==> src/rtl/ccp_pkg.sv <==
// Purpose: Constants and types for the cascaded convolution host controller.
// Assumes: Devices take 16-bit words at small word addresses; Wishbone byte addresses.
// Notes:   Summary of operation
// Summary of operation
// - Non-final row devices use direct shift-chain route
// - Final row device forwards via indirect route
// - Alignment delay three above the following device
// - Later-row first alignment: 7M plus L minus 20
// - First-row right-most alignment free, deskew value
// - Every programmed delay must fit the lines
// - Two-D row delays equal line plus seven
// - Eight-bit result slice feeds second device
// - Two-device passes programmed as stand-alone filters
// - Feed back alternate results, swap banks, half rate
// - Feedback mode row delays twice line plus seven
// - Own bank per pass, odd coefficients zero
// - Split 16-bit samples into two byte streams
// - Low device unsigned, high follows input signedness
// - Adder sums upper 14 low bits with high
// - Append low eight bits beneath the sum
// - Select 16-bit slice for next precision stage
package ccp_pkg;
  // Wishbone register byte offsets
  localparam logic [7:0]  ADR_CTRL   = 8'h00;
  localparam logic [7:0]  ADR_GEOM   = 8'h04;
  localparam logic [7:0]  ADR_SLICE  = 8'h08;
  localparam logic [7:0]  ADR_STATUS = 8'h0C;
  localparam logic [7:0]  ADR_RAW    = 8'h10;
  // Field positions
  localparam int CTRL_START  = 0;  // Write 1 to program all devices
  localparam int CTRL_RUN    = 1;  // Stream enable
  localparam int CTRL_MODE   = 2;  // Two-bit cascade mode
  localparam int CTRL_SIGNED = 4;  // Signed input samples
  localparam int CTRL_SCR    = 8;  // Eight-bit setup register base
  localparam int CTRL_BASE   = 16; // Eleven-bit deskew alignment
  localparam int GEOM_COLS   = 16; // Devices per row, four bits
  localparam int GEOM_ROWS   = 20; // Rows, four bits
  localparam int SLICE_SH8   = 8;  // Shift for eight-bit slice
  localparam int STAT_BUSY   = 0;
  localparam int STAT_ERR    = 1;
  localparam int STAT_DONE   = 2;
  localparam int STAT_LEVEL  = 8;
  localparam int RAW_ADR     = 16;
  localparam int RAW_DEV     = 24;
  // Widths
  localparam int LINE_W = 11;
  localparam int DLY_W  = 17;
  localparam int PIX_W  = 8;
  localparam int SMP_W  = 16;
  localparam int PART_W = 22;
  localparam int LOW_W  = 8;
  localparam int RES_W  = PART_W + LOW_W;
  localparam int SH_W   = 5;
  // Device side addresses and setup bits
  localparam logic [7:0] DEV_SCR     = 8'h00;
  localparam logic [7:0] DEV_ROW_A   = 8'h01;
  localparam logic [7:0] DEV_ROW_B   = 8'h02;
  localparam logic [7:0] DEV_ALIGN   = 8'h03;
  localparam logic [7:0] DEV_COEF    = 8'h10;  // Coefficient area start
  localparam int         SCR_ROUTE   = 0;      // Set: indirect route
  localparam int         SCR_SIGNED  = 2;      // Set: signed data
  // Delay arithmetic
  localparam int ROW_EXTRA  = 7;
  localparam int ALIGN_STEP = 3;
  localparam int FIRST_MUL  = 7;
  localparam int FIRST_SUB  = 20;
  localparam int MAX_DELAY  = 1120;
  localparam int SAMPLE_DIV = 4;   // Clocks per pixel sample
  // Reset values
  localparam logic [3:0] RST_COLS = 4'h1;
  localparam logic [3:0] RST_ROWS = 4'h1;
  // Cascade modes as held in the control register
  localparam logic [1:0] MODE_GRID = 2'h0;
  localparam logic [1:0] MODE_PASS = 2'h1;
  localparam logic [1:0] MODE_FBK  = 2'h2;
  localparam logic [1:0] MODE_PREC = 2'h3;
  // Sequencer states
  typedef enum logic [1:0] { ST_IDLE, ST_PROG, ST_GAP } ccp_state_t;
endpackage : ccp_pkg

==> src/rtl/ccp_fifo.sv <==
// Purpose: Sample FIFO with valid and ready on both sides.
// Assumes: Single clock, flip-flop storage.
// Notes:   Ready is registered so the top can drive it straight from a flop.
`timescale 1ns/10ps
module ccp_fifo
  import ccp_pkg::*;
#(
  parameter int W = 16,
  parameter int D = 16
) (
  input  wire logic                   clk_i,       // System clock
  input  wire logic                   sys_rst_i,   // Async reset, high
  input  wire logic                   in_valid_i,  // Write request
  input  wire logic [W-1:0]           in_data_i,   // Write word
  output logic                        in_ready_o,  // Space available
  output logic                        out_valid_o, // Word available
  output logic [W-1:0]                out_data_i_o,// Head word
  input  wire logic                   out_ready_i, // Drain request
  output logic [$clog2(D):0]          level_o      // Words held
);
  localparam int AW = $clog2(D);
  typedef struct packed {
    logic [D-1:0][W-1:0] mem;   // Storage
    logic [AW-1:0]       wp;    // Write index
    logic [AW-1:0]       rp;    // Read index
    logic [AW:0]         cnt;   // Occupancy
    logic                rdy;   // Registered not-full
  } ccp_fifo_t;
  ccp_fifo_t r_reg, r_next;
  logic push, pop;

  // Pointer and occupancy update; a pop frees room from the next cycle on, as ready is registered
  always_comb begin
    r_next = r_reg;
    push   = in_valid_i & r_reg.rdy;
    pop    = out_ready_i & (r_reg.cnt != '0);
    if (push) begin
      r_next.mem[r_reg.wp] = in_data_i;
      r_next.wp            = AW'(r_reg.wp + 1'b1);
    end
    if (pop) begin
      r_next.rp = AW'(r_reg.rp + 1'b1);
    end
    r_next.cnt = (AW+1)'(r_reg.cnt + {AW'(0), push} - {AW'(0), pop});
    r_next.rdy = (r_next.cnt < (AW+1)'(D));
  end

  // State register
  always_ff @(posedge clk_i or posedge sys_rst_i) begin
    if (sys_rst_i) begin
      r_reg     <= '0;
      r_reg.rdy <= 1'b1;
    end else begin
      r_reg <= r_next;
    end
  end

  assign in_ready_o   = r_reg.rdy;
  assign out_valid_o  = (r_reg.cnt != '0);
  assign out_data_i_o = r_reg.mem[r_reg.rp];
  assign level_o      = r_reg.cnt;
endmodule // ccp_fifo

==> src/rtl/ccp_combine.sv <==
// Purpose: Joins two 22-bit partial results into one 30-bit filtered value.
// Assumes: Both partial results are aligned and valid in the same cycle.
// Notes:   Low partial result is sign extended; its device may still yield negatives.
`timescale 1ns/10ps
module ccp_combine
  import ccp_pkg::*;
(
  input  wire logic              clk_i,       // System clock
  input  wire logic              sys_rst_i,   // Async reset, high
  input  wire logic [PART_W-1:0] cas_lo_i,    // Low-byte device result
  input  wire logic [PART_W-1:0] cas_hi_i,    // High-byte device result
  input  wire logic              cas_valid_i, // Results valid
  input  wire logic [SH_W-1:0]   sh16_i,      // Slice shift
  output logic [RES_W-1:0]       res_o,       // Full result
  output logic                   res_valid_o, // Result valid pulse
  output logic [SMP_W-1:0]       slice_o      // Slice for next stage
);
  typedef struct packed {
    logic [RES_W-1:0] res;   // Combined result
    logic             vld;   // Valid pulse
    logic [SMP_W-1:0] slc;   // Chained slice
  } ccp_comb_t;
  ccp_comb_t        r_reg, r_next;
  logic [PART_W-1:0] upper;
  logic [RES_W-1:0]  full;

  // Sum, append and slice all land in one register stage
  always_comb begin
    r_next = r_reg;
    upper  = PART_W'(cas_hi_i + {{LOW_W{cas_lo_i[PART_W-1]}}, cas_lo_i[PART_W-1:LOW_W]});
    full   = {upper, cas_lo_i[LOW_W-1:0]};
    r_next.vld = cas_valid_i;
    if (cas_valid_i) begin
      r_next.res = full;
      r_next.slc = SMP_W'(full >> sh16_i);
    end
  end

  // State register
  always_ff @(posedge clk_i or posedge sys_rst_i) begin
    if (sys_rst_i) begin
      r_reg <= '0;
    end else begin
      r_reg <= r_next;
    end
  end

  assign res_o       = r_reg.res;
  assign res_valid_o = r_reg.vld;
  assign slice_o     = r_reg.slc;
endmodule // ccp_combine

==> src/rtl/ccp_host.sv <==
// Purpose: Host controller that programs a cascade of convolution devices and feeds pixels.
// Assumes: Devices take one word per dev_wr_o pulse; results return aligned on cas_valid_i.
// Notes:   Pixel rate is one clock enable every SAMPLE_DIV clocks; feedback halves input rate.
//
// Local design decisions: register access over Wishbone and the address map.
`timescale 1ns/10ps
module ccp_host
  import ccp_pkg::*;
#(
  parameter int FIFO_D  = 16,        // Sample FIFO depth
  parameter int MAXDLY  = MAX_DELAY, // Longest delay line
  parameter int DIV     = SAMPLE_DIV // Clocks per pixel
) (
  input  wire logic              clk_i,       // System clock, 125 MHz
  input  wire logic              sys_rst_i,   // Async reset, high
  input  wire logic              wb_cyc_i,    // Wishbone cycle
  input  wire logic              wb_stb_i,    // Wishbone strobe
  input  wire logic              wb_we_i,     // Wishbone write
  input  wire logic [7:0]        wb_adr_i,    // Byte address
  input  wire logic [31:0]       wb_dat_i,    // Write data
  input  wire logic [3:0]        wb_sel_i,    // Byte lanes
  output logic [31:0]            wb_dat_o,    // Read data
  output logic                   wb_ack_o,    // Acknowledge
  output logic [7:0]             dev_sel_o,   // Target device index
  output logic [7:0]             dev_adr_o,   // Device register address
  output logic [15:0]            dev_dat_o,   // Device write word
  output logic                   dev_wr_o,    // Device write pulse
  input  wire logic              smp_valid_i, // Sample offered
  input  wire logic [SMP_W-1:0]  smp_data_i,  // 16-bit sample
  output logic                   smp_ready_o, // Sample accepted
  output logic [PIX_W-1:0]       pix_lo_o,    // First device input
  output logic [PIX_W-1:0]       pix_hi_o,    // Second device input
  output logic                   pix_stb_o,   // Pixel enable pulse
  output logic                   bank_o,      // Coefficient bank select
  input  wire logic [PART_W-1:0] cas_lo_i,    // First device result
  input  wire logic [PART_W-1:0] cas_hi_i,    // Second device result
  input  wire logic              cas_valid_i, // Results valid
  output logic [RES_W-1:0]       res_o,       // Combined result
  output logic                   res_valid_o, // Result valid pulse
  output logic [SMP_W-1:0]       slice_o      // Chained 16-bit slice
);
  localparam int LVL_W = $clog2(FIFO_D) + 1;
  localparam int DIV_W = 8;

  typedef struct packed {
    ccp_state_t        st;      // Sequencer state
    logic [1:0]        mode;    // Cascade mode
    logic              sgn;     // Signed samples
    logic              run;     // Streaming on
    logic [7:0]        setup_control_register;     // Setup register base
    logic [LINE_W-1:0] base;    // Deskew alignment
    logic [LINE_W-1:0] line;    // Line length
    logic [3:0]        cols;    // Devices per row
    logic [3:0]        rows;    // Row count
    logic [SH_W-1:0]   sh16;    // Wide slice shift
    logic [SH_W-1:0]   sh8;     // Narrow slice shift
    logic              done;    // Programming finished, sticky
    logic              err;     // Range error, sticky
    logic [3:0]        col;     // Current column
    logic [3:0]        row;     // Current row
    logic [1:0]        item;    // Word within device
    logic [7:0]        dev;     // Current device
    logic              fin;     // Last word issued
    logic [7:0]        dsel;    // Device select out
    logic [7:0]        dadr;    // Device address out
    logic [15:0]       ddat;    // Device data out
    logic              dwr;     // Device write out
    logic              ack;     // Bus acknowledge
    logic [31:0]       rdat;    // Bus read data
    logic [DIV_W-1:0]  div;     // Pixel divider
    logic              tick;    // Pixel enable
    logic              phase;   // Feedback slot
    logic [PIX_W-1:0]  plo;     // Pixel low out
    logic [PIX_W-1:0]  phi;     // Pixel high out
    logic              pstb;    // Pixel strobe out
    logic              bank;    // Bank out
    logic              rdy;     // Registered FIFO ready, not driven out
  } ccp_host_t;

  ccp_host_t r_reg, r_next;

  logic                fifo_rdy, fifo_vld, fifo_pop;
  logic [SMP_W-1:0]    fifo_dat;
  logic [LVL_W-1:0]    fifo_lvl;
  logic [SMP_W-1:0]    res_slice;

  // Sample buffer between the sample port and the pixel pacer
  ccp_fifo #(.W(SMP_W), .D(FIFO_D)) u_fifo (
    .clk_i        (clk_i),
    .sys_rst_i    (sys_rst_i),
    .in_valid_i   (smp_valid_i),
    .in_data_i    (smp_data_i),
    .in_ready_o   (fifo_rdy),
    .out_valid_o  (fifo_vld),
    .out_data_i_o (fifo_dat),
    .out_ready_i  (fifo_pop),
    .level_o      (fifo_lvl)
  );

  // Partial result combiner for the precision cascade
  ccp_combine u_comb (
    .clk_i       (clk_i),
    .sys_rst_i   (sys_rst_i),
    .cas_lo_i    (cas_lo_i),
    .cas_hi_i    (cas_hi_i),
    .cas_valid_i (cas_valid_i),
    .sh16_i      (r_reg.sh16),
    .res_o       (res_o),
    .res_valid_o (res_valid_o),
    .slice_o     (res_slice)
  );

  // Pops only on a pixel slot; the feedback slot leaves the FIFO alone
  assign fifo_pop = r_reg.tick & r_reg.run & (r_reg.st == ST_IDLE)
                  & ~((r_reg.mode == MODE_FBK) & r_reg.phase);

  // Locals of the next-state process
  logic              acc, wr, start;
  logic [31:0]       mask, ctrl_w, geom_w, slice_w;
  logic [7:0]        ndev;
  logic              last_col;
  logic signed [DLY_W-1:0] l_s, m_s, c_s, b_s, row_v, aln_v, val;
  logic [7:0]        scr_v, dadr_v;
  logic [PART_W-1:0] fb_sh;
  logic [7:0]        fb8;

  // Next-state process: bus slave, programming sequencer, pixel pacer
  always_comb begin
    r_next    = r_reg;
    r_next.dwr  = 1'b0;
    r_next.pstb = 1'b0;
    r_next.tick = 1'b0;
    acc   = wb_cyc_i & wb_stb_i & ~r_reg.ack;
    wr    = acc & wb_we_i;
    mask  = {{8{wb_sel_i[3]}}, {8{wb_sel_i[2]}}, {8{wb_sel_i[1]}}, {8{wb_sel_i[0]}}};
    ctrl_w  = {5'h00, r_reg.base, r_reg.setup_control_register, 3'h0, r_reg.sgn, r_reg.mode, r_reg.run, 1'b0};
    geom_w  = {8'h00, r_reg.rows, r_reg.cols, 5'h00, r_reg.line};
    slice_w = {19'h00000, r_reg.sh8, 3'h0, r_reg.sh16};
    ctrl_w  = (ctrl_w & ~mask) | (wb_dat_i & mask);
    geom_w  = (geom_w & ~mask) | (wb_dat_i & mask);
    slice_w = (slice_w & ~mask) | (wb_dat_i & mask);
    start = wr & (wb_adr_i == ADR_CTRL) & wb_sel_i[0] & wb_dat_i[CTRL_START]
          & (r_reg.st == ST_IDLE);
    // Single-cycle answer: ack one clock after the request, then drops
    r_next.ack = acc;
    if (acc & ~wb_we_i) begin
      unique case (wb_adr_i)
        ADR_CTRL:   r_next.rdat = {ctrl_w[31:1] & 31'h0, 1'b0}
                                | {5'h00, r_reg.base, r_reg.setup_control_register, 3'h0, r_reg.sgn,
                                   r_reg.mode, r_reg.run, 1'b0};
        ADR_GEOM:   r_next.rdat = {8'h00, r_reg.rows, r_reg.cols, 5'h00, r_reg.line};
        ADR_SLICE:  r_next.rdat = {19'h00000, r_reg.sh8, 3'h0, r_reg.sh16};
        ADR_STATUS: r_next.rdat = {16'h0000, 8'(fifo_lvl), 5'h00, r_reg.done, r_reg.err,
                                   (r_reg.st != ST_IDLE)};
        default:    r_next.rdat = 32'h00000000; // Unmapped and write-only read zero
      endcase
    end
    // Register writes; configuration is frozen while programming
    if (wr & (r_reg.st == ST_IDLE)) begin
      unique case (wb_adr_i)
        ADR_CTRL: begin
          r_next.run  = ctrl_w[CTRL_RUN];
          r_next.mode = ctrl_w[CTRL_MODE +: 2];
          r_next.sgn  = ctrl_w[CTRL_SIGNED];
          r_next.setup_control_register  = ctrl_w[CTRL_SCR +: 8];
          r_next.base = ctrl_w[CTRL_BASE +: LINE_W];
        end
        ADR_GEOM: begin
          r_next.line = geom_w[LINE_W-1:0];
          r_next.cols = geom_w[GEOM_COLS +: 4];
          r_next.rows = geom_w[GEOM_ROWS +: 4];
        end
        ADR_SLICE: begin
          r_next.sh16 = slice_w[SH_W-1:0];
          r_next.sh8  = slice_w[SLICE_SH8 +: SH_W];
        end
        default: begin
        end
      endcase
    end
    // Write one to clear; hardware sets below take precedence
    if (wr & (wb_adr_i == ADR_STATUS) & wb_sel_i[0]) begin
      if (wb_dat_i[STAT_DONE]) r_next.done = 1'b0;
      if (wb_dat_i[STAT_ERR])  r_next.err  = 1'b0;
    end

    // Delay arithmetic for the device under programming
    ndev = (r_reg.mode == MODE_GRID) ? 8'(r_reg.cols * r_reg.rows)
         : (r_reg.mode == MODE_FBK)  ? 8'h01 : 8'h02;
    last_col = (r_reg.col == 4'(r_reg.cols - 1'b1));
    l_s = DLY_W'(r_reg.line);
    m_s = DLY_W'(r_reg.cols);
    c_s = DLY_W'(r_reg.col);
    b_s = DLY_W'(r_reg.base);
    if (r_reg.mode == MODE_FBK) begin
      row_v = DLY_W'(2 * l_s + ROW_EXTRA);
    end else begin
      row_v = DLY_W'(l_s + ROW_EXTRA);
    end
    if ((r_reg.mode == MODE_GRID) && (r_reg.row != 4'h0)) begin
      aln_v = DLY_W'(FIRST_MUL * m_s + l_s - FIRST_SUB - ALIGN_STEP * c_s);
    end else if (r_reg.mode == MODE_GRID) begin
      aln_v = DLY_W'(b_s + ALIGN_STEP * (m_s - 1 - c_s));
    end else begin
      aln_v = b_s;
    end
    // Setup word: route and signedness per device position
    scr_v = r_reg.setup_control_register;
    scr_v[SCR_ROUTE]  = (r_reg.mode != MODE_GRID) | last_col;
    if (r_reg.mode == MODE_PREC) begin
      scr_v[SCR_SIGNED] = r_reg.sgn & (r_reg.dev == 8'h01);
    end else begin
      scr_v[SCR_SIGNED] = r_reg.sgn;
    end
    unique case (r_reg.item)
      2'h0:    begin dadr_v = DEV_SCR;   val = DLY_W'(scr_v); end
      2'h1:    begin dadr_v = DEV_ROW_A; val = row_v;         end
      2'h2:    begin dadr_v = DEV_ROW_B; val = row_v;         end
      default: begin dadr_v = DEV_ALIGN; val = aln_v;         end
    endcase

    // Programming sequencer
    unique case (r_reg.st)
      ST_IDLE: begin
        if (start) begin
          r_next.col  = 4'h0;
          r_next.row  = 4'h0;
          r_next.item = 2'h0;
          r_next.dev  = 8'h00;
          r_next.fin  = 1'b0;
          r_next.run  = 1'b0;
          // Judge the mode being written now, not the one it replaces
          if ((ctrl_w[CTRL_MODE +: 2] == MODE_GRID)
              && (8'(r_reg.cols * r_reg.rows) == 8'h00)) begin
            r_next.err = 1'b1;
          end else begin
            r_next.st  = ST_PROG;
            r_next.done = 1'b0;
          end
        end else if (wr & (wb_adr_i == ADR_RAW)) begin
          // Raw device write, used for coefficient banks
          r_next.dsel = wb_dat_i[RAW_DEV +: 8];
          r_next.dadr = wb_dat_i[RAW_ADR +: 8];
          r_next.ddat = wb_dat_i[15:0];
          r_next.dwr  = 1'b1;
          if ((r_reg.mode == MODE_FBK) && (wb_dat_i[RAW_ADR +: 8] >= DEV_COEF)
              && wb_dat_i[RAW_ADR]) begin
            r_next.ddat = 16'h0000;
          end
        end
      end
      ST_PROG: begin
        if ((val < 0) || (val > DLY_W'(MAXDLY))) begin
          r_next.err = 1'b1;
          r_next.st  = ST_IDLE;
        end else begin
          r_next.dsel = r_reg.dev;
          r_next.dadr = dadr_v;
          r_next.ddat = 16'(val);
          r_next.dwr  = 1'b1;
          r_next.st   = ST_GAP;
          r_next.item = 2'(r_reg.item + 1'b1);
          if (r_reg.item == 2'h3) begin
            r_next.fin = (r_reg.dev == 8'(ndev - 1'b1));
            r_next.dev = 8'(r_reg.dev + 1'b1);
            r_next.col = last_col ? 4'h0 : 4'(r_reg.col + 1'b1);
            r_next.row = last_col ? 4'(r_reg.row + 1'b1) : r_reg.row;
          end
        end
      end
      ST_GAP: begin
        // One idle clock between device writes
        r_next.st = r_reg.fin ? ST_IDLE : ST_PROG;
        if (r_reg.fin) r_next.done = 1'b1;
      end
    endcase

    // Pixel divider and pacer
    if (r_reg.div == DIV_W'(DIV - 1)) begin
      r_next.div  = '0;
      r_next.tick = 1'b1;
    end else begin
      r_next.div = DIV_W'(r_reg.div + 1'b1);
    end
    fb_sh = cas_lo_i >> r_reg.sh8;
    fb8   = fb_sh[PIX_W-1:0];
    if (r_reg.tick & r_reg.run & (r_reg.st == ST_IDLE)) begin
      if ((r_reg.mode == MODE_FBK) && r_reg.phase) begin
        r_next.plo   = fb8;
        r_next.pstb  = 1'b1;
        r_next.phase = 1'b0;
        r_next.bank  = 1'b1;
      end else if (fifo_vld) begin
        r_next.plo   = fifo_dat[PIX_W-1:0];
        r_next.phi   = (r_reg.mode == MODE_PASS) ? fb8 : fifo_dat[SMP_W-1:PIX_W];
        r_next.pstb  = 1'b1;
        r_next.phase = (r_reg.mode == MODE_FBK);
        r_next.bank  = 1'b0;
      end
    end
    r_next.rdy = fifo_rdy;
  end

  // State register
  always_ff @(posedge clk_i or posedge sys_rst_i) begin
    if (sys_rst_i) begin
      r_reg      <= '0;
      r_reg.st   <= ST_IDLE;
      r_reg.cols <= RST_COLS;
      r_reg.rows <= RST_ROWS;
    end else begin
      r_reg <= r_next;
    end
  end

  // Outputs straight from flops
  assign wb_dat_o    = r_reg.rdat;
  assign wb_ack_o    = r_reg.ack;
  assign dev_sel_o   = r_reg.dsel;
  assign dev_adr_o   = r_reg.dadr;
  assign dev_dat_o   = r_reg.ddat;
  assign dev_wr_o    = r_reg.dwr;
  assign smp_ready_o = fifo_rdy;
  assign pix_lo_o    = r_reg.plo;
  assign pix_hi_o    = r_reg.phi;
  assign pix_stb_o   = r_reg.pstb;
  assign bank_o      = r_reg.bank;
  assign slice_o     = res_slice;
endmodule // ccp_host

==> config.mk <==
export PLATFORM = sky130hd
export DESIGN_NAME = ccp_host
export DESIGN_NICKNAME = d
export VERILOG_FILES = /design/src/rtl/ccp_pkg.sv /design/src/rtl/ccp_fifo.sv /design/src/rtl/ccp_combine.sv /design/src/rtl/ccp_host.sv
export SDC_FILE = /design/constraint.sdc
export NUM_CORES = 1
export LEC_CHECK = 0
export ABC_AREA = 1
export BUFFER_PORTS_ARGS = -buffer_cell sky130_fd_sc_hd__buf_2
export CORE_MARGIN = 2
export CORE_UTILIZATION = 40
export CTS_CLUSTER_DIAMETER = 100
export CTS_CLUSTER_SIZE = 14
export DETAILED_ROUTE_END_ITERATION = 10
export PLACE_DENSITY = 0.66
export SLEW_MARGIN = 10
export SYNTH_ARGS = -nofsm -noshare
export SYNTH_HDL_FRONTEND = slang
export SYNTH_SLANG_ARGS = --single-unit
==> constraint.sdc <==
create_clock -name clk_i -period 14 [get_ports clk_i]
set_clock_uncertainty 0.1 [all_clocks]
set_input_delay 1.4 -clock clk_i [delete_from_list [all_inputs] [get_ports clk_i]]
set_output_delay 1.4 -clock clk_i [all_outputs]
set_load 0.1 [all_outputs]
* Yosys cells after proc, flatten, opt, wreduce, memory -nomap -nowiden
Index checks and enable logic that the tools add are counted.
Storage, ports and cells: output and inout bits 132, word-level logic and storage cells 222, bits in registers 486
Operators by class: shift-type cells 2, reduce and logical (&&, ||, !) cells 30, multiplexer cells 50, add/subtract/negate cells 20, order comparisons 7, bitwise operators 32, eq/ne operators 23, multipliers 4
Operators with widths (number):
- 256-bit bitwise mux | 1
- 27-bit case mux with 4 select lines | 1
- 53-bit case mux with 2 select lines | 1
- 33-bit 2-to-1 mux | 2
- 16-bit binary-select mux with 4-bit select | 1
- 16-bit demux with 4-bit select | 1
- 27-bit AND | 2
- 52-bit 2-to-1 mux | 1
- 49-bit 2-to-1 mux | 1
- 16-bit 2-to-1 mux | 3
- 19-bit 2-to-1 mux | 2
- 17-bit 2-to-1 mux | 2
- 17-bit case mux with 2 select lines | 1
- 8-bit 2-to-1 mux | 4
- 30-bit by 5-bit right shift with 16-bit output | 1
- 27-bit NOT | 1
- 27-bit bitwise OR | 1
- 24-bit AND | 1
- 24-bit bitwise OR | 1
- 22-bit adder | 1
- 22-bit by 5-bit right shift with 8-bit output | 1
- 21-bit 2-to-1 mux | 1
- 20-bit 2-to-1 mux | 1
- 1-bit AND | 19
- other kinds (59) | 117

* Depth between registers and ports, before layout
Gate-level depths: netlist of the first run.
depth in word-level cells 11, gate-level depth with buffers 37, mapped depth without buffers 35

* Cells and area by module
A second synthesis of the first run with hierarchy kept.
Unflattened totals: cell total of the unflattened synthesis 4386, area total of the unflattened synthesis 31102.3 um^2
By module, submodules not included:
- ccp_fifo | cells an instance 1728, sequential area each 6757.7 um^2, area an instance 13155.1 um^2, instances 1
- ccp_host | cells an instance 1836, sequential area each 4106.4 um^2, area an instance 13102.6 um^2, instances 1
- ccp_combine | cells an instance 822, sequential area each 1176.1 um^2, area an instance 4844.6 um^2, instances 1

* Worst setup path before layout of the first run
No wires, ideal clock.
path type reg2reg, from reg (tool-made name), to reg r_reg (netlist bit c_s[2]), slack 9.003 ns, setup time 0.117 ns, stages on the path, launching flop included 31, arrival 4.780 ns, path through dfstp_2 inv_1 ha_1 xor2_1 ha_1 nand2_1 o21ai_0 a21o_1 nand2_1 ha_1 inv_1 fa_1 inv_1 ha_1 a21oi_1 nor2_1 nor2_1 nand2_1 nand2_1 o21ai_0 xnor2_1 nand2_1 nand2_1 nand2_2 a21oi_4 nand2_4 a21oi_2 nand2_2 buf_6 nand2_1 nand2_1
RTL lines:
- end signal, assigned | line ccp_host.sv:312 | r_reg <= r_next;
- end, declared | line ccp_host.sv:80 | ccp_host_t r_reg, r_next;

==> impl_metrics.ini, run 1 <==
[cells_and_area]
nNetsFinal = 4220
multi_input_comb_area_um2 = 14500
regArea_um2 = 12000
drive_gt1_frac = 0.102
fillCellCount = 7512
syn_to_final_growth_pct = 8.83

[critical_path]
critPathLaunchType = flip-flop
cp_max_fo = 32
reg2reg_depth = 29
critPathArrivalTime_ns = 6.59
path_common_cell = nand2_1
path_class = flip-flop to flip-flop
slowest_delay_ns = 0.64
slowest_stage = dfstp_2
crit_required_ns = 14.38
endpoint = dev_dat_o[9]
end_kind = flip-flop
worstReg2RegEnd = dev_dat_o[9]
r2r_setup_slack_ns = 7.80

[grt]
grt.total_usage = 0.242
antenna_found_initial = 1
grt_max_degree = 80
grt_pass1_wl_mm = 142
grt_overflow = 0
grt_pass1_vias = 24705

[logic_synthesis]
yosysTopAreaCellShare = 0.410
synth_compound_area_frac = 0.167
yosys.area_share.adder = 0.0656
synth-edff-count = 0
synth_ff_type = dfrtp_1
synth_xor_area_frac = 0.0180
ys_seq_area_frac = 0.413
synth_cell_type_count = 59
synth_cells = 3918
synth_area_leader_cell = dfrtp_1
synth_area_um2 = 29200
muxShareOfSynthArea = 0.00137
ys_warn_count = 0
syn_area_per_cell_um2 = 7.45
synth_commonest_cells = nand2_1, o21ai_0, dfrtp_1, inv_1, nor2_1
yosysMostFrequentCell = nand2_1
ys_top_cells_by_area = dfrtp_1, nand2_1, o21ai_0
synth_simple_gate_area_frac = 0.242
synth_top_family_by_area = simple AND/OR/NAND/NOR gates
synth-async-reset-ratio = 1.00
ys_seq_elements = 481

[route]
vias = 26545
drt_iter0_markers = 2803
avgViaCountPerCell = 5.37
wl_per_cell_um = 18.7
drc = 0
wl_mm = 92.3
ant_nets = 0
drt_pass1_iterations = 7

[floorplanning]
placementRows = 99
dieArea_um2 = 75100
die_y_um = 274
dieWidth_um = 274
ios = 243
coreArea_um2 = 72600
start_util = 0.402

[clocking]
clock_sinks = 481
cts_tree = yes
ctsHoldBuffers = 0
post_cts_buffers = 0
cts_max_level = 2
clk-insertion-delay-late_ns = 0.61
clock_path_buffers = 3
clock-root-buffer = clkbuf_16
cts_resized = 0
cts-buffers-inserted = 43
clk_pin_slew_ns = 0.06

[pwr]
ir_drop_v = 0.000125
power_frac_clock = 0.238
netSwitchingFraction = 0.416
power.leakage_nw = 15.7
p_per_area_nw_per_um2 = 151
p_int_w = 0.00280
combPwrFrac = 0.358
p_sw_w = 0.00199
total_power_w = 0.00479
power_frac_seq = 0.404

[sta]
finalMaxSlewViolations = 0
fmax_mhz = 161
min_period_ns = 6.20
relSlewSlack = 0.334
worst_slew_pin_slew_ns = 0.999
fin_setup_tns_ns = 0
final-setup-viol-count = 0
whs_ns = 0.366
hold_viol_final = 0
post-route-period-util = 0.443
rsz0062_at_grt = false

[hold_path]
min_path_type = flip-flop to flip-flop
min_path_cells = 1

[place]
dp_hpwl_mm = 66.2
place_congestion = 0.962
portBuffers = 237

[status]
status = completed

[job]
maxCapViolCount = 0
power groups by stage:
stage	Sequential, W	Combinational [W]	Clock (W)
floorplan	0.00205	0.00115	0
global placement	0.00194	0.00168	0
detailed placement	0.00195	0.00170	0
CTS	0.00193	0.00171	0.00117
global route	0.00198	0.00190	0.00122
finish	0.00194	0.00171	0.00114
metrics by stage:
stage / std cells / area [µm²] / setup slack [ns] / util
finish: 4946 / 31800 / 7.80 / 0.437
detailed placement: 4882 / 30500 / 7.84 / 0.420
CTS: 4945 / 31800 / 7.82 / 0.437
global placement: 4882 / 30500 / 7.98 / 0.420
floorplan: 3922 / 29200 / 5.98 / -
global route: 4946 / 31800 / 7.26 / 0.437
critical path: cells and delay by family (launching register included):
family          cells  cell delay (ns)
compound gates      6             0.99
flops               1             0.64
fa+ha+maj           5             1.85
buf+inv             4             0.71
simple gates       12             1.51
xor+xnor            2             0.28
routing by layer:
layer | up-vias | share of wire | global-route usage | wire length, µm
met1 | 12571 | 0.44 | 0.335 | 40800
li1 | 12876 | - | - | -
met2 | 942 | 0.45 | 0.383 | 41400
met5 | - | 0 | 0 | 0
met4 | 0 | 0.031 | 0.0759 | 2850
met3 | 156 | 0.078 | 0.0449 | 7240
final cells by class:
class / count / area share
clock buffer: 53 / 0.0354
tap: 959 / 0.0378
sequential: 481 / 0.379
inverter: 348 / 0.0413
antenna: 1 / 0.0000788
multi-input combinational: 2818 / 0.455
timing repair buffer: 276 / 0.0466
clock inverter: 10 / 0.00418
placed cells by master, fill, tap and decap left out, types with 28 or more instances in the layout:
cell type	synthesis	final
a21oi_1	97	97
buf_2	8	237
buf_4	83	39
clkbuf_16	0	43
dfrtp_1	478	476
ha_1	121	121
inv_1	332	330
nand2_1	1079	1079
nand3_1	231	231
nand4_1	28	28
nor2_1	290	290
o21ai_0	604	604
o22ai_1	80	80
xor2_1	43	43
cells by family (layout without fill, tap and decap cells):
logic type / count (synthesis) / count (layout)
mux: 4 / 4
fa+ha+maj: 141 / 141
flops: 481 / 481
simple gates: 1712 / 1712
buf+inv: 623 / 687
compound gates: 896 / 896
other cells: 1 / 6
xor+xnor: 60 / 60
worst min path at each step:
stage	from	end	slack [ns]
after floorplan	r_reg[21]	r_reg[21]	0.33
after global placement	u_comb.res_o[3]	u_comb.res_o[3]	0.35
after detailed placement	u_comb.res_o[5]	u_comb.res_o[5]	0.36
after CTS	r_reg[21]	r_reg[21]	0.37
after global routing	r_reg[21]	r_reg[21]	0.38
final	r_reg[21]	r_reg[21]	0.37
Note: power is estimated with default switching activity, not from simulation.
==> run 2: changes to the inputs <==
--- a/config.mk
+++ b/config.mk
@@ -5,14 +5,14 @@
 export SDC_FILE = /design/constraint.sdc
 export NUM_CORES = 1
 export LEC_CHECK = 0
-export ABC_AREA = 1
+export ABC_AREA = 0
 export BUFFER_PORTS_ARGS = -buffer_cell sky130_fd_sc_hd__buf_2
 export CORE_MARGIN = 2
 export CORE_UTILIZATION = 40
 export CTS_CLUSTER_DIAMETER = 100
 export CTS_CLUSTER_SIZE = 14
 export DETAILED_ROUTE_END_ITERATION = 10
-export PLACE_DENSITY = 0.66
+export PLACE_DENSITY = 0.64
 export SLEW_MARGIN = 10
 export SYNTH_ARGS = -nofsm -noshare
 export SYNTH_HDL_FRONTEND = slang
==> constraint.sdc (replaced) <==
create_clock -name clk_i -period 6.4 [get_ports clk_i]
set_clock_uncertainty 0.1 [all_clocks]
set_input_delay 0.64 -clock clk_i [delete_from_list [all_inputs] [get_ports clk_i]]
set_output_delay 0.64 -clock clk_i [all_outputs]
set_load 0.1 [all_outputs]
==> run 2 against run 1 <==
First-iteration DRC count fell by 32%. Sequential power rose by 120%. Worst setup slack got worse by 7.4 ns. Final area rose by 1.1%. Maximum frequency rose by 3.4%. Global-route usage fell by 1.4 points. Register-to-register slack got worse by 7.4 ns. Largest cell class unchanged. Largest power group unchanged.
==> impl_metrics.ini, run 2 <==
[pwr]
ir_drop_v = 0.000282
p_int_w = 0.00632
power_frac_clock = 0.266
p_sw_w = 0.00309
power_frac_seq = 0.449
combPwrFrac = 0.286
power.leakage_nw = 14.4
p_per_area_nw_per_um2 = 293
netSwitchingFraction = 0.328

[grt]
grt_pass1_vias = 22203
grt_max_degree = 180
antenna_found_initial = 8
grt.total_usage = 0.228
grt_overflow = 0
grt_pass1_wl_mm = 133

[route]
wl_mm = 86.8
drt_iter0_markers = 1917
ant_nets = 0
avgViaCountPerCell = 5.91
drt_pass1_iterations = 5
wl_per_cell_um = 23.2
vias = 22108
drc = 0

[cells_and_area]
stdcell_count = 3738
drive_gt1_frac = 0.290
final_cell_mix = dfrtp_1, mux2_2, buf_2
fillCellCount = 6777
final_common_cell = dfrtp_1
syn_to_final_growth_pct = 9.80
nNetsFinal = 3014
postLayoutCellArea_um2 = 32100

[logic_synthesis]
synth_commonest_cells = dfrtp_1, mux2_2, nand2_1, clkbuf_1, inv_1
synth_ff_type = dfrtp_1
ys_seq_elements = 481
synth_area_leader_cell = dfrtp_1
yosysMostFrequentCell = dfrtp_1
synth_area_um2 = 29200
ys_warn_count = 0
synth-async-reset-ratio = 1.00
synth_cells = 2671
synth_cell_type_count = 92
yosysTopAreaCellShare = 0.409
synth-edff-count = 0
syn_area_per_cell_um2 = 10.9
ys_top_cells_by_area = dfrtp_1, mux2_2, mux4_2
ys_seq_area_frac = 0.412

[sta]
worst_slew_pin_slew_ns = 1.18
final-setup-viol-count = 0
fin_setup_tns_ns = 0
whs_ns = 0.103
rsz0062_at_grt = false
hold_viol_final = 0
min_period_ns = 6.00
relSlewSlack = 0.207
finalMaxSlewViolations = 0
fmax_mhz = 167
post-route-period-util = 0.938

[critical_path]
end_kind = flip-flop
path_class = flip-flop to flip-flop
critPathArrivalTime_ns = 6.43
cp_max_fo = 22
crit_required_ns = 6.83
critPathLaunchType = flip-flop

[clocking]
clk-insertion-delay-late_ns = 0.62
clock_sinks = 481
clock-root-buffer = clkbuf_16
cts_tree = yes
cts_max_level = 2
clock_path_buffers = 3
cts-buffers-inserted = 43
clk_pin_slew_ns = 0.07

[floorplanning]
coreArea_um2 = 72600
start_util = 0.403
placementRows = 99
dieArea_um2 = 75200
ios = 243
dieWidth_um = 274
die_y_um = 274

[status]
status = completed

[place]
portBuffers = 237
dp_hpwl_mm = 64.0
placed_cell_area_um2 = 30800
dp.cells = 3674
place_congestion = 0.950

[hold_path]
min_path_type = input port to asynchronous set/reset pin

[job]
maxCapViolCount = 0
run 2: what timing repair did:
action | CTS | global route
endpoints found under the setup margin | 0 | 35
buffers inserted | 0 | 2
gates resized for setup | 0 | 4
hold buffers | 0 | 0
hold endpoints to repair | 0 | 0
run 2: stage by stage:
step                      worst slack [ns]  utilization  power [W]
after CTS                            0.253        0.441    0.00948
after floorplan                     -0.856            -    0.00627
after global placement               0.368        0.424    0.00680
final                                0.400        0.442    0.00941
after detailed placement             0.278        0.424    0.00696
after global routing                0.0177        0.442    0.00986
run 2: cell families (layout without fill, tap and decap cells):
logic type,count (synthesis),in the layout,synth area share
simple gates,570,570,0.0933
fa+ha+maj,141,141,0.0655
flops,481,481,0.412
buf+inv,380,482,0.0599
other cells,1,7,0.000128
compound gates,523,523,0.124
xor+xnor,76,76,0.0228
mux,499,499,0.222
run 2: worst paths after layout:
path | endpoint | slack, ns | cells after the start
hold reg to reg | bank_o | 0.38 | 2
hold / removal | u_comb.res_o[18] | 0.10 | 2
setup reg to reg | dev_dat_o[7] | 0.40 | 25
max in group asynchronous | u_fifo.r_reg[175] | 4.61 | 3
setup / recovery | dev_dat_o[7] | 0.40 | 25
min in group clk_i | dev_sel_o[3] | 0.21 | 3
run 2: worst max-delay path, stage by stage (launching register included):
cell and delay (ns):
dfstp_2 0.53, inv_1 0.06, ha_1 0.35, inv_1 0.07, ha_1 0.29, nor2b_1 0.13, o21ai_0 0.19, a21boi_0 0.14
o21ai_0 0.29, ha_1 0.19, inv_1 0.05, fa_1 0.50, inv_1 0.05, ha_1 0.35, o2111ai_1 0.26, nor3_2 0.08
o31a_1 0.31, a31oi_1 0.20, xor2_1 0.09, and4_1 0.22, or4_4 0.61, o211ai_4 0.22, inv_6 0.17, nor2_8 0.16
buf_12 0.15, a221o_1 0.16
run 2: layout make-up:
cell class,count,area [µm²],area share
inverters,140,537,0.0167
multi-input cells,1814,15500,0.482
repair buffers,282,1560,0.0487
clock inverters,11,166,0.00519
clock buffers,49,1100,0.0342
well taps,959,1200,0.0374
flip-flops and latches,481,12000,0.375
diodes,2,5.00,0.000156
run 2: routing by layer:
metal | share of wire | GRT usage | up-vias
met5 | 0.00061 | 0 | -
met4 | 0.037 | 0.0832 | 8
li1 | - | - | 9845
met1 | 0.43 | 0.304 | 11304
met3 | 0.059 | 0.0355 | 189
met2 | 0.48 | 0.375 | 762
run 2: power groups by stage:
| stage | Sequential, W | Clock [W] | Combinational [W] |
|---|---|---|---|
| 2_1_floorplan | 0.00454 | 0 | 0.00174 |
| 3_3_place_gp | 0.00420 | 0 | 0.00260 |
| 6_report | 0.00422 | 0.00250 | 0.00269 |
| 4_1_cts | 0.00422 | 0.00256 | 0.00270 |
| 3_5_place_dp | 0.00428 | 0 | 0.00269 |
| 5_1_grt | 0.00431 | 0.00267 | 0.00288 |
